### src/rtl/tarsb_pkg.sv
package tarsb_pkg;
  // Register page offsets
  localparam logic [5:0] OFS_STATUS = 6'h01;
  localparam logic [5:0] OFS_BUFCTL = 6'h02;
  // Status register fields
  localparam int POS_PIN_MODE = 14;
  localparam logic [1:0] RST_PIN_MODE = 2'h2;
  localparam logic [15:0] FLAG_MASK = 16'h07de;
  // Buffer control fields
  localparam int POS_BUF_EN = 15;
  localparam int POS_ONESHOT = 14;
  localparam int POS_LEVEL = 11;
  localparam int POS_FULL = 10;
  localparam int POS_EMPTY = 9;
  localparam logic RST_BUF_EN = 1'b0;
  localparam logic RST_ONESHOT = 1'b0;
  localparam logic [2:0] RST_LEVEL = 3'h0;
  // Result buffer sizing
  localparam logic [6:0] BUF_ENTRIES = 7'h40;
  localparam logic [6:0] TRIG_STEP = 7'h08;
  localparam int MEM_AW = 7;
  localparam int DATA_W = 16;
  localparam logic [2:0] KIND_PAGE = 3'h4;
  // Pin mode encodings
  typedef enum logic [1:0] {
    TARSB_PIN_PEN = 2'b00,
    TARSB_PIN_DAV = 2'b01,
    TARSB_PIN_BOTH = 2'b10,
    TARSB_PIN_BOTH2 = 2'b11
  } tarsb_pin_mode_t;
  // Result kinds
  typedef enum logic [3:0] {
    TARSB_K_X = 4'h0,
    TARSB_K_Y = 4'h1,
    TARSB_K_Z1 = 4'h2,
    TARSB_K_Z2 = 4'h3,
    TARSB_K_BAT = 4'h4,
    TARSB_K_AUX1 = 4'h5,
    TARSB_K_AUX2 = 4'h6,
    TARSB_K_T1 = 4'h7,
    TARSB_K_T2 = 4'h8
  } tarsb_kind_t;
endpackage : tarsb_pkg

### src/rtl/tarsb_mem_if.sv
`timescale 1ns/10ps
interface tarsb_mem_if #(parameter int AW = 7, parameter int DW = 16);
  logic wr_en;
  logic [AW-1:0] wr_addr;
  logic [DW-1:0] wr_data;
  logic rd_en;
  logic [AW-1:0] rd_addr;
  logic [DW-1:0] rd_data;
  modport ctl (output wr_en, output wr_addr, output wr_data, output rd_en, output rd_addr,
    input rd_data);
  modport mem (input wr_en, input wr_addr, input wr_data, input rd_en, input rd_addr,
    output rd_data);
endinterface : tarsb_mem_if

### src/rtl/tarsb_mem.sv
`timescale 1ns/10ps
module tarsb_mem #(
  parameter int AW = 7,
  parameter int DW = 16
) (
  // Clock and reset
  input wire logic mclk,
  input wire logic rstn,
  // Port from the controller
  tarsb_mem_if.mem mp
);
  import tarsb_pkg::*;

  if (AW < 7 || DW < 1) begin : g_bad_size
    $error("tarsb_mem: needs AW >= 7 and DW >= 1");
  end

  logic [DW-1:0] mem_q [0:(1<<AW)-1];
  logic [DW-1:0] rd_data_ff;

  // Array holds no reset; only the read register does
  always_ff @(posedge mclk) begin
    if (mp.wr_en) begin
      mem_q[mp.wr_addr] <= mp.wr_data;
    end
  end

  always_ff @(posedge mclk or negedge rstn) begin
    if (!rstn) begin
      rd_data_ff <= '0;
    end else if (mp.rd_en) begin
      rd_data_ff <= mem_q[mp.rd_addr];
    end
  end

  assign mp.rd_data = rd_data_ff;
endmodule : tarsb_mem

### src/rtl/tarsb_top.sv
`timescale 1ns/10ps
// Contract
// - X flag sets on store, clears on read
// - Y flag sets on store, clears on read
// - Z1 flag sets on store, clears on read
// - Z2 flag sets on store, clears on read
// - Battery flag sets on store, clears on read
// - AUX1 flag sets on store, clears on read
// - AUX2 flag sets on store, clears on read
// - TEMP1 flag sets on store, clears on read
// - TEMP2 flag sets on store, clears on read
// - Per-result flags meaningless in buffer mode
// - Enable 0 disables buffer, clears pointers
// - Mode bit: 0 continuous, 1 single-shot
// - Trigger code selects 8 to 64 entries
// - Full flag when 64 unread results
// - Empty flag when none unread, resets 1
// - Data-available pin low until results read; in buffer mode it goes high once unread results fall below the trigger depth
module tarsb_top (
  // Clock and reset
  input wire logic mclk,
  input wire logic rstn,
  // Converter results
  input wire logic res_valid,
  input wire tarsb_pkg::tarsb_kind_t res_kind,
  input wire logic [tarsb_pkg::DATA_W-1:0] res_data,
  output logic res_ready,
  // Host result reads
  input wire logic res_rd,
  input wire tarsb_pkg::tarsb_kind_t res_rd_kind,
  output logic [tarsb_pkg::DATA_W-1:0] res_rdata,
  output logic res_rvalid,
  // Host register port
  input wire logic reg_wr,
  input wire logic reg_rd,
  input wire logic [5:0] reg_addr,
  input wire logic [15:0] reg_wdata,
  output logic [15:0] reg_rdata,
  output logic reg_rvalid,
  // Pins and converter control
  input wire logic pen_touch_n,
  output logic touch_or_data_ready_pin_n,
  output logic conv_hold
);
  import tarsb_pkg::*;

  typedef struct packed {
    logic [1:0] pin_mode;
    logic buffer_enable_ptr_clear;
    logic buffer_oneshot_select;
    logic [2:0] buffer_trigger_depth;
    logic [15:0] flags;
    logic [5:0] buffer_read_pointer;
    logic [5:0] buffer_write_pointer;
    logic [5:0] buffer_trigger_pointer;
    logic [6:0] cnt;
    logic [1:0] sk_cnt;
    logic [DATA_W+3:0] sk0;
    logic [DATA_W+3:0] sk1;
    logic in_ready;
    logic rd_pend;
    logic [DATA_W-1:0] res_rdata;
    logic res_rvalid;
    logic [15:0] reg_rdata;
    logic reg_rvalid;
    logic pin_n;
    logic hold;
    logic pen_s1;
    logic pen_s2;
  } tarsb_state_t;

  tarsb_state_t state_ff;
  tarsb_state_t nxt_state;

  tarsb_mem_if #(.AW(MEM_AW), .DW(DATA_W)) mem_bus ();

  tarsb_mem #(.AW(MEM_AW), .DW(DATA_W)) u_mem (
    .mclk(mclk),
    .rstn(rstn),
    .mp(mem_bus.mem)
  );

  // Per-kind slots sit on a page above the 64 buffer slots
  if (MEM_AW != 7) begin : g_bad_aw
    $error("tarsb_top: memory address must be 7 bits");
  end
  // Trigger codes must step exactly up to the buffer depth
  if (int'(TRIG_STEP) * 8 != int'(BUF_ENTRIES)) begin : g_bad_depth
    $error("tarsb_top: trigger step does not reach the buffer depth");
  end

  // Status bit position of each result kind; unknown kinds hit reserved D0
  function automatic logic [3:0] flag_pos(input logic [3:0] kind);
    case (kind)
      TARSB_K_X: flag_pos = 4'ha;
      TARSB_K_Y: flag_pos = 4'h9;
      TARSB_K_Z1: flag_pos = 4'h8;
      TARSB_K_Z2: flag_pos = 4'h7;
      TARSB_K_BAT: flag_pos = 4'h6;
      TARSB_K_AUX1: flag_pos = 4'h4;
      TARSB_K_AUX2: flag_pos = 4'h3;
      TARSB_K_T1: flag_pos = 4'h2;
      TARSB_K_T2: flag_pos = 4'h1;
      default: flag_pos = 4'h0;
    endcase
  endfunction : flag_pos

  // Trigger code n asks for (n + 1) * 8 unread entries
  function automatic logic [6:0] trig_depth(input logic [2:0] code);
    trig_depth = 7'({code, 3'h0}) + TRIG_STEP;
  endfunction : trig_depth

  function automatic logic [15:0] status_word(input logic [1:0] mode,
      input logic [15:0] flags);
    status_word = {mode, 14'h0000} | (flags & FLAG_MASK);
  endfunction : status_word

  // Full and empty come from one count, so they never disagree
  function automatic logic [15:0] bufctl_word(input logic en, input logic one,
      input logic [2:0] lvl, input logic [6:0] cnt);
    bufctl_word = 16'h0000;
    bufctl_word[POS_BUF_EN] = en;
    bufctl_word[POS_ONESHOT] = one;
    bufctl_word[POS_LEVEL +: 3] = lvl;
    bufctl_word[POS_FULL] = (cnt == BUF_ENTRIES);
    bufctl_word[POS_EMPTY] = (cnt == 7'h00);
  endfunction : bufctl_word

  // Active low pin; any enabled cause pulls it down
  function automatic logic pin_level_n(input logic [1:0] mode, input logic dav, input logic pen);
    case (mode)
      TARSB_PIN_PEN: pin_level_n = !pen;
      TARSB_PIN_DAV: pin_level_n = !dav;
      TARSB_PIN_BOTH: pin_level_n = !(dav || pen);
      TARSB_PIN_BOTH2: pin_level_n = !(dav || pen);
      default: pin_level_n = 1'b1;
    endcase
  endfunction : pin_level_n

  always_comb begin
    logic acc;
    logic drain;
    logic pop;
    logic dav;
    logic pen_low;
    logic [1:0] sk_nxt;
    logic [6:0] depth;
    logic [3:0] head_kind;
    acc = 1'b0;
    drain = 1'b0;
    pop = 1'b0;
    dav = 1'b0;
    pen_low = 1'b0;
    sk_nxt = '0;
    depth = '0;
    head_kind = '0;
    nxt_state = state_ff;

    // Pen pin synchroniser
    nxt_state.pen_s1 = pen_touch_n;
    nxt_state.pen_s2 = state_ff.pen_s1;
    pen_low = !state_ff.pen_s2;

    depth = trig_depth(state_ff.buffer_trigger_depth);
    head_kind = state_ff.sk0[DATA_W+3:DATA_W];

    // Two-entry skid buffer; a full result buffer stalls the drain
    acc = res_valid && state_ff.in_ready;
    drain = (state_ff.sk_cnt != 2'h0) &&
      (!state_ff.buffer_enable_ptr_clear || state_ff.cnt != BUF_ENTRIES);
    sk_nxt = state_ff.sk_cnt;
    if (drain) begin
      nxt_state.sk0 = state_ff.sk1;
      sk_nxt = sk_nxt - 2'h1;
    end
    if (acc) begin
      if (sk_nxt == 2'h0) begin
        nxt_state.sk0 = {res_kind, res_data};
      end else begin
        nxt_state.sk1 = {res_kind, res_data};
      end
      sk_nxt = sk_nxt + 2'h1;
    end
    nxt_state.sk_cnt = sk_nxt;
    // Ready is registered, so no path runs from valid back to ready
    nxt_state.in_ready = (sk_nxt != 2'h2);

    // Store: buffer slot in buffer mode, per-kind slot otherwise
    mem_bus.wr_en = drain;
    mem_bus.wr_data = state_ff.sk0[DATA_W-1:0];
    mem_bus.wr_addr = state_ff.buffer_enable_ptr_clear ?
      {1'b0, state_ff.buffer_write_pointer} : {KIND_PAGE, head_kind};

    // Host result read
    // An empty buffer read returns a stale word and leaves the pointer
    pop = res_rd && state_ff.buffer_enable_ptr_clear && (state_ff.cnt != 7'h00);
    mem_bus.rd_en = res_rd;
    mem_bus.rd_addr = state_ff.buffer_enable_ptr_clear ?
      {1'b0, state_ff.buffer_read_pointer} : {KIND_PAGE, res_rd_kind};
    nxt_state.rd_pend = res_rd;
    nxt_state.res_rvalid = state_ff.rd_pend;
    if (state_ff.rd_pend) begin
      nxt_state.res_rdata = mem_bus.rd_data;
    end

    // Flags live only outside buffer mode; a store in the read cycle wins
    if (res_rd && !state_ff.buffer_enable_ptr_clear) begin
      nxt_state.flags[flag_pos(res_rd_kind)] = 1'b0;
    end
    if (drain && !state_ff.buffer_enable_ptr_clear) begin
      nxt_state.flags[flag_pos(head_kind)] = 1'b1;
    end
    nxt_state.flags = nxt_state.flags & FLAG_MASK;

    // Buffer pointers and fill count
    if (drain && state_ff.buffer_enable_ptr_clear) begin
      nxt_state.buffer_write_pointer = state_ff.buffer_write_pointer + 6'h01;
    end
    if (pop) begin
      nxt_state.buffer_read_pointer = state_ff.buffer_read_pointer + 6'h01;
    end
    nxt_state.cnt = state_ff.cnt + 7'((drain && state_ff.buffer_enable_ptr_clear) ? 1 : 0)
      - 7'(pop ? 1 : 0);

    // Register writes
    if (reg_wr) begin
      case (reg_addr)
        OFS_STATUS: begin
          nxt_state.pin_mode = reg_wdata[POS_PIN_MODE +: 2];
        end
        OFS_BUFCTL: begin
          nxt_state.buffer_enable_ptr_clear = reg_wdata[POS_BUF_EN];
          nxt_state.buffer_oneshot_select = reg_wdata[POS_ONESHOT];
          nxt_state.buffer_trigger_depth = reg_wdata[POS_LEVEL +: 3];
          if (!reg_wdata[POS_BUF_EN]) begin
            nxt_state.buffer_read_pointer = '0;
            nxt_state.buffer_write_pointer = '0;
            nxt_state.cnt = '0;
          end
        end
        default: begin
        end
      endcase
    end
    nxt_state.buffer_trigger_pointer = nxt_state.buffer_read_pointer + depth[5:0];

    // Single-shot stops conversions at trigger until drained
    if (!nxt_state.buffer_enable_ptr_clear || !nxt_state.buffer_oneshot_select ||
        nxt_state.cnt == 7'h00) begin
      nxt_state.hold = 1'b0;
    end else if (nxt_state.cnt >= depth) begin
      nxt_state.hold = 1'b1;
    end

    // Per-result flags are ignored for signalling in buffer mode
    if (nxt_state.buffer_enable_ptr_clear) begin
      dav = (nxt_state.cnt >= depth);
    end else begin
      dav = |nxt_state.flags;
    end
    nxt_state.pin_n = pin_level_n(state_ff.pin_mode, dav, pen_low);

    // Register reads show the state before this cycle's write
    nxt_state.reg_rvalid = reg_rd;
    if (reg_rd) begin
      case (reg_addr)
        OFS_STATUS: nxt_state.reg_rdata = status_word(state_ff.pin_mode, state_ff.flags);
        OFS_BUFCTL: nxt_state.reg_rdata = bufctl_word(state_ff.buffer_enable_ptr_clear,
          state_ff.buffer_oneshot_select, state_ff.buffer_trigger_depth, state_ff.cnt);
        default: nxt_state.reg_rdata = 16'h0000;
      endcase
    end
  end

  always_ff @(posedge mclk or negedge rstn) begin
    if (!rstn) begin
      state_ff <= '0;
      state_ff.pin_mode <= RST_PIN_MODE;
      state_ff.buffer_enable_ptr_clear <= RST_BUF_EN;
      state_ff.buffer_oneshot_select <= RST_ONESHOT;
      state_ff.buffer_trigger_depth <= RST_LEVEL;
      // Trigger pointer starts one step past the empty read pointer
      state_ff.buffer_trigger_pointer <= TRIG_STEP[5:0];
      state_ff.in_ready <= 1'b1;
      state_ff.pin_n <= 1'b1;
      state_ff.pen_s1 <= 1'b1;
      state_ff.pen_s2 <= 1'b1;
    end else begin
      state_ff <= nxt_state;
    end
  end

  assign res_ready = state_ff.in_ready;
  assign res_rdata = state_ff.res_rdata;
  assign res_rvalid = state_ff.res_rvalid;
  assign reg_rdata = state_ff.reg_rdata;
  assign reg_rvalid = state_ff.reg_rvalid;
  assign touch_or_data_ready_pin_n = state_ff.pin_n;
  assign conv_hold = state_ff.hold;
endmodule : tarsb_top

### config.mk
export PLATFORM = sky130hd
export DESIGN_NAME = tarsb_top
export DESIGN_NICKNAME = d
export VERILOG_FILES = /design/src/rtl/tarsb_pkg.sv /design/src/rtl/tarsb_mem_if.sv /design/src/rtl/tarsb_mem.sv /design/src/rtl/tarsb_top.sv
export SDC_FILE = /design/constraint.sdc
export NUM_CORES = 2
export LEC_CHECK = 0
export CAP_MARGIN = 20
export CORE_ASPECT_RATIO = 1.1
export CORE_MARGIN = 4
export CORE_UTILIZATION = 55
export DETAILED_ROUTE_END_ITERATION = 10
export DONT_BUFFER_PORTS = 1
export GPL_TIMING_DRIVEN = 1
export HOLD_SLACK_MARGIN = 0.05
export PLACE_DENSITY = 0.7
export SLEW_MARGIN = 20
export SYNTH_ARGS = -nofsm -noshare
export SYNTH_HDL_FRONTEND = slang
export SYNTH_SLANG_ARGS = --single-unit
### constraint.sdc
create_clock -name mclk -period 7.8 [get_ports mclk]
set_clock_uncertainty 0.2 [all_clocks]
set_input_delay 0.39 -clock mclk [delete_from_list [all_inputs] [get_ports mclk]]
set_output_delay 0.39 -clock mclk [all_outputs]
set_load 0.01 [all_outputs]
; ---- Yosys cells after proc, flatten, opt, wreduce, memory -nomap -nowiden
; Memory sizes are Yosys's and may differ from the RTL's. A register that Yosys moved wholly into a read port is not among the register bits.
; Index checks and enable logic that the tools add are counted.
; Widths: inputs -> output; s select.
[word_totals]
ram_bits = 2048
rom_bits = 128
regBits = 117
wordCells = 116
n_memories = 3
[memory_table]
columns = memory, depth, width, rd, rd_clocked_by_memory_dff, write_ports, line
row1 = u_mem.mem_q, 128, 16, 1, 1, 1, tarsb_mem.sv:18  ; logic [DW-1:0] mem_q [0:(1<<AW)-1];
row2 = (no name shown), 16, 4, 1, 0, 0, tarsb_top.sv:94  ; case (kind)
row3 = (no name shown), 16, 4, 1, 0, 0, tarsb_top.sv:94
[op_classes]
n_mux = 35
eq_ne = 8
reduce_logical = 32
order_cmp = 5
n_bitwise = 5
n_addsub = 7
[op_table]
columns = operator, n
row1 = $mux 20, 3
row2 = $mux 40, 1
row3 = $mux 12, 3
row4 = $mux 7, 5
row5 = $pmux 16 s2, 1
row6 = $mux 11, 2
row7 = $or 16x11->16, 1
row8 = $logic_not 7->1, 2
row9 = $add 6x1->6 const B, 2
row10 = $mux 6, 2
row11 = $and 11x11->11, 1
row12 = $not 11->11, 1
row13 = $or 11x11->11, 1
row14 = $lt 4x5->1 const B, 2
row15 = $mux 5, 2
row16 = $logic_and 1x1->1, 9
row17 = $mux 1, 9
row18 = $reduce_or 9->1, 1
row19 = $demux 1 s4, 2
row20 = $ge 4x1->1 const B, 2
row21 = $mux 4, 2
row22 = $add 6x4->7 const B, 1
row23 = $add 7x1->7, 1
row24 = $eq 7x7->1 const B, 1
row25 = 20 further kinds, 35

; ---- Depth between registers and ports, before layout
[depth]
ltp_word = 17
mapped_depth = 25
ltp_nobuf = 25

; ---- Cells and area by module
; From an unflattened synthesis, not the netlist that was laid out.
[unflattened]
hier_cells = 4479
area_unflattened_um2 = 86535.5
[by_module_without_submodules]
columns = mod, cells_each, n_inst, area_each_um2, seq_area_each_um2
row1 = tarsb_mem, 3926, 1, 80577.3, 61899.4
row2 = tarsb_top, 553, 1, 5958.2, 2884.0

; ---- Worst setup path before layout
; Ideal clock, no wire load.
[synth_path]
path_type = register to register
startpoint = register state_ff[127] (netlist bit)
endpoint = register state_ff (netlist bit touch_or_data_ready_pin_n)
arrival_time_ps = 4132
path_stages_with_launch = 24
period_less_slack_ps = 4413
setup_slack_ps = 3387
cell_sequence = dfrtp_1 > buf_6 > buf_2 > buf_2 > nand2_1 > nor2_1 > ha_1 > inv_1 > ha_1 > inv_1 > fa_1 > nand2b_1 > a21oi_1 > o21ai_0 > a21oi_1 > nor2_1 > xnor2_1 > nor2_1 > ha_1 > and4_1 > a221oi_1 > and2_1 > mux2i_1 > o211ai_1
[synth_lines]
columns = item, line
row1 = from (decl), tarsb_top.sv:72  ; tarsb_state_t state_ff;
row2 = from (signal assigned), tarsb_top.sv:289  ; state_ff <= nxt_state;

==> metrics.yaml <==
route:
  drc: 0
  vias: 30600
  firstDrtPassIters: 6
  avgViaCountPerCell: 6.48
  avgRoutedWirePerCell_um: 29.1
  drt_iter0_drc: 3992
  routed_wl_um: 137000
  antenna_left: 0
clock_network:
  cts_root_buf: "clkbuf_16"
  clkLatencyLatePin_ps: 760
  tritoncts: "yes"
  numCtsBuffers: 138
  htree_levels: 4
  clk_pin_slew_worst_paths_ps: 60
  clockBufferDepth: 3
  post_cts_buffers: 0
  cts_sinks: 1411
synthesis:
  ys_ff_latch: 1411
  synth_warnings: 0
  synth_top_area_share: 0.690
  seq_area_frac_synth: 0.749
  yosysUniqueCellTypes: 60
  synth_edf_count: 1280
  synth-main-ff-cell: "edfxtp_1"
  synthArstFlopShare: 0.0928
  synth_top_area_cell: "edfxtp_1"
  synth_area_um2: 55700
  yosys-top-cells-area: "edfxtp_1 (69%), mux4_2 (8.7%), dfrtp_1 (5.7%), nand2_1 (2.6%), mux2i_1 (2.2%)"
  netlist_instances: 3190
  postSynthAreaPerCell_um2: 17.5
final_layout:
  area_growth_syn_to_layout_pct: 12.5
  final_common_cell: "edfxtp_1"
  mostFrequentLayoutCells: "edfxtp_1 (1280), nand2_1 (392), mux4_2 (215)"
  finalNetCount: 3379
  multi_input_area_um2: 13100
  drive_above_1_share: 0.191
  ff_latch_area_um2: 41700
  nFillCells: 6821
power:
  leakage_nw: 20.9
  ir_drop_uv: 294
  internal_power_w: 0.0151
  power_frac_seq: 0.500
  power.switching_w: 0.00632
  p_sw_frac: 0.295
  power_per_cell_area_nw_per_um2: 341
  pwr-share-clk: 0.314
  combPwrFrac: 0.186
timing:
  hold_slack_ps: 87.7
  finalCriticalPeriod_ps: 5430
  rsz0062_at_grt: "no"
  maxSlewHeadroom: 0.264
  finalSetupTns_ps: 0
  maxSlewViolCount: 0
  hold_violations: 0
  worstMarginPinSlew_ps: 1100
  timing.fmax_mhz: 184
  worst_slack_ps: 2370
  finalSetupViolCount: 0
  finalCritPeriodShare: 0.697
floorplan:
  die_h_um: 342
  pin_count: 90
  die_w_um: 311
  core_um2: 101000
  fp.dieArea_um2: 106000
  num_rows: 122
  start_util: 0.554
grt:
  grt_pass1_wl_um: 203000
  grt_pass1_vias: 30500
  grt-ovfl-total: 0
  grt_max_degree: 132
  antenna_found_initial: 2
  track_usage: 0.260
placement:
  gp_congestion: 0.881
  dp_hpwl_um: 80700
  numPortBuffers: 0
  post-place-ws_ps: 2480
outcome:
  status: "finished clean"
setup_path:
  path_class: "reg2reg"
  crit_required_ps: 8250
  startpoint_type: "flop"
  path_max_fanout: 53
  critical_path.endpoint_type: "flop"
  cp.arrival_ps: 5880
min_path:
  hold_class: "in2async"
job:
  drv_cap: 0
## cell type report
type / instances / area share
Antenna cell: 2 / 0.0000799
Clock inverter: 75 / 0.0137
Timing Repair Buffer: 169 / 0.0230
Tap cell: 1302 / 0.0260
Sequential cell: 1411 / 0.666
Multi-Input combinational cell: 1538 / 0.209
Inverter: 39 / 0.00234
Clock buffer: 182 / 0.0602
## registers in the layout, summed over array words and instances (netlist names), 2 cells and up
| signal | flops |
|---|---|
| reg_rdata | 14 |
| mem_bus.wr_data | 16 |
| nxt_state | 2 |
| state_ff | 62 |
| u_mem.mem_q | 1280 |
| res_rdata | 16 |
| u_mem.mp.rd_data | 16 |
## final timing paths
kind                                          from                             endpoint  slack (ps)  cells after the start
setup / recovery           state_ff[127]$_DFF_PN0_  touch_or_data_ready_pin_n$_DFF_PN1_        2370                     21
hold / removal                                rstn             state_ff[41]$_DFFE_PN0P_          90                      2
setup reg to reg           state_ff[127]$_DFF_PN0_  touch_or_data_ready_pin_n$_DFF_PN1_        2370                     21
hold reg to reg             nxt_state[0]$_DFF_PN1_                state_ff[0]$_DFF_PN1_         160                      0
max in group asynchronous                     rstn              nxt_state[21]$_DFF_PN0_        6670                      2
min in group mclk                        res_valid        mem_bus.wr_data[14]$_DFF_PN0_          90                      3
## metrics by stage
step | utilization | total power [W] | instances | area [µm²]
2_1_floorplan | - | 0.0130 | 3191 | 55700
3_3_place_gp | 0.571 | 0.0145 | 4404 | 57500
3_5_place_dp | 0.571 | 0.0147 | 4405 | 57500
4_1_cts | 0.623 | 0.0214 | 4715 | 62700
5_1_grt | 0.623 | 0.0222 | 4717 | 62700
6_report | 0.623 | 0.0214 | 4718 | 62700
## power by group through the flow
stage               Clock [W]  Combinational, W  Sequential (W)
floorplan                   0           0.00231          0.0107
global placement            0           0.00374          0.0108
detailed placement          0           0.00388          0.0108
CTS                   0.00681           0.00395          0.0107
global route          0.00715           0.00427          0.0108
finish                0.00673           0.00398          0.0107
## cells by family after synthesis
family | count (synthesis) | synth area share
AOI/OAI and AO/OA | 367 | 0.0454
xor gates and xnor gates | 17 | 0.00267
adders and majority gates | 29 | 0.00665
buffers and inverters | 242 | 0.0213
DFF | 1411 | 0.749
muxes | 384 | 0.118
other | 1 | 0.0000673
and+or+nand+nor | 739 | 0.0570
## repair_timing
action / in CTS / in global routing
hold buffers: 53 / 0
endpoints found under the hold margin: 242 / 0
gates resized for setup: 0 / 0
## synth_stat cells (8+ instances only)
| cell type | instances |
|---|---|
| a21oi_1 | 53 |
| a221o_1 | 8 |
| a221oi_1 | 33 |
| a22oi_1 | 53 |
| a311oi_1 | 18 |
| a31oi_1 | 34 |
| a32oi_1 | 32 |
| and3_1 | 28 |
| buf_1 | 12 |
| buf_2 | 60 |
| buf_4 | 40 |
| clkbuf_1 | 84 |
| dfrtp_1 | 126 |
| edfxtp_1 | 1280 |
| ha_1 | 28 |
| inv_1 | 38 |
| mux2_2 | 45 |
| mux2i_1 | 123 |
| mux4_2 | 215 |
| nand2_1 | 392 |
| nand2b_1 | 12 |
| nand3_1 | 127 |
| nor2_1 | 118 |
| nor2b_1 | 9 |
| nor3_1 | 23 |
| o211ai_1 | 9 |
| o21ai_0 | 58 |
| o21ai_1 | 29 |
| o32ai_1 | 10 |
| xnor2_1 | 10 |
## worst max-delay path, stage by stage, from the launching register on
cell	delay, ps
dfrtp_2	400
buf_4	550
nand2_1	200
nor2_1	520
ha_1	350
inv_1	60
ha_1	160
inv_1	60
fa_1	430
nand2b_1	160
a21oi_1	170
o21ai_0	120
a21oi_1	190
nor2_1	80
xnor2_1	200
nor2_1	90
ha_1	320
and4_1	210
a221oi_1	360
and2_1	210
mux2i_1	80
o211ai_1	190
## metal layers
| layer | routed length, µm | global-route usage |
|---|---|---|
| met1 | 52600 | 0.359 |
| met3 | 13500 | 0.0546 |
| met5 | 0 | 0 |
| met4 | 4850 | 0.0935 |
| met2 | 66400 | 0.416 |
Note: power is estimated with default switching activity, not from simulation.
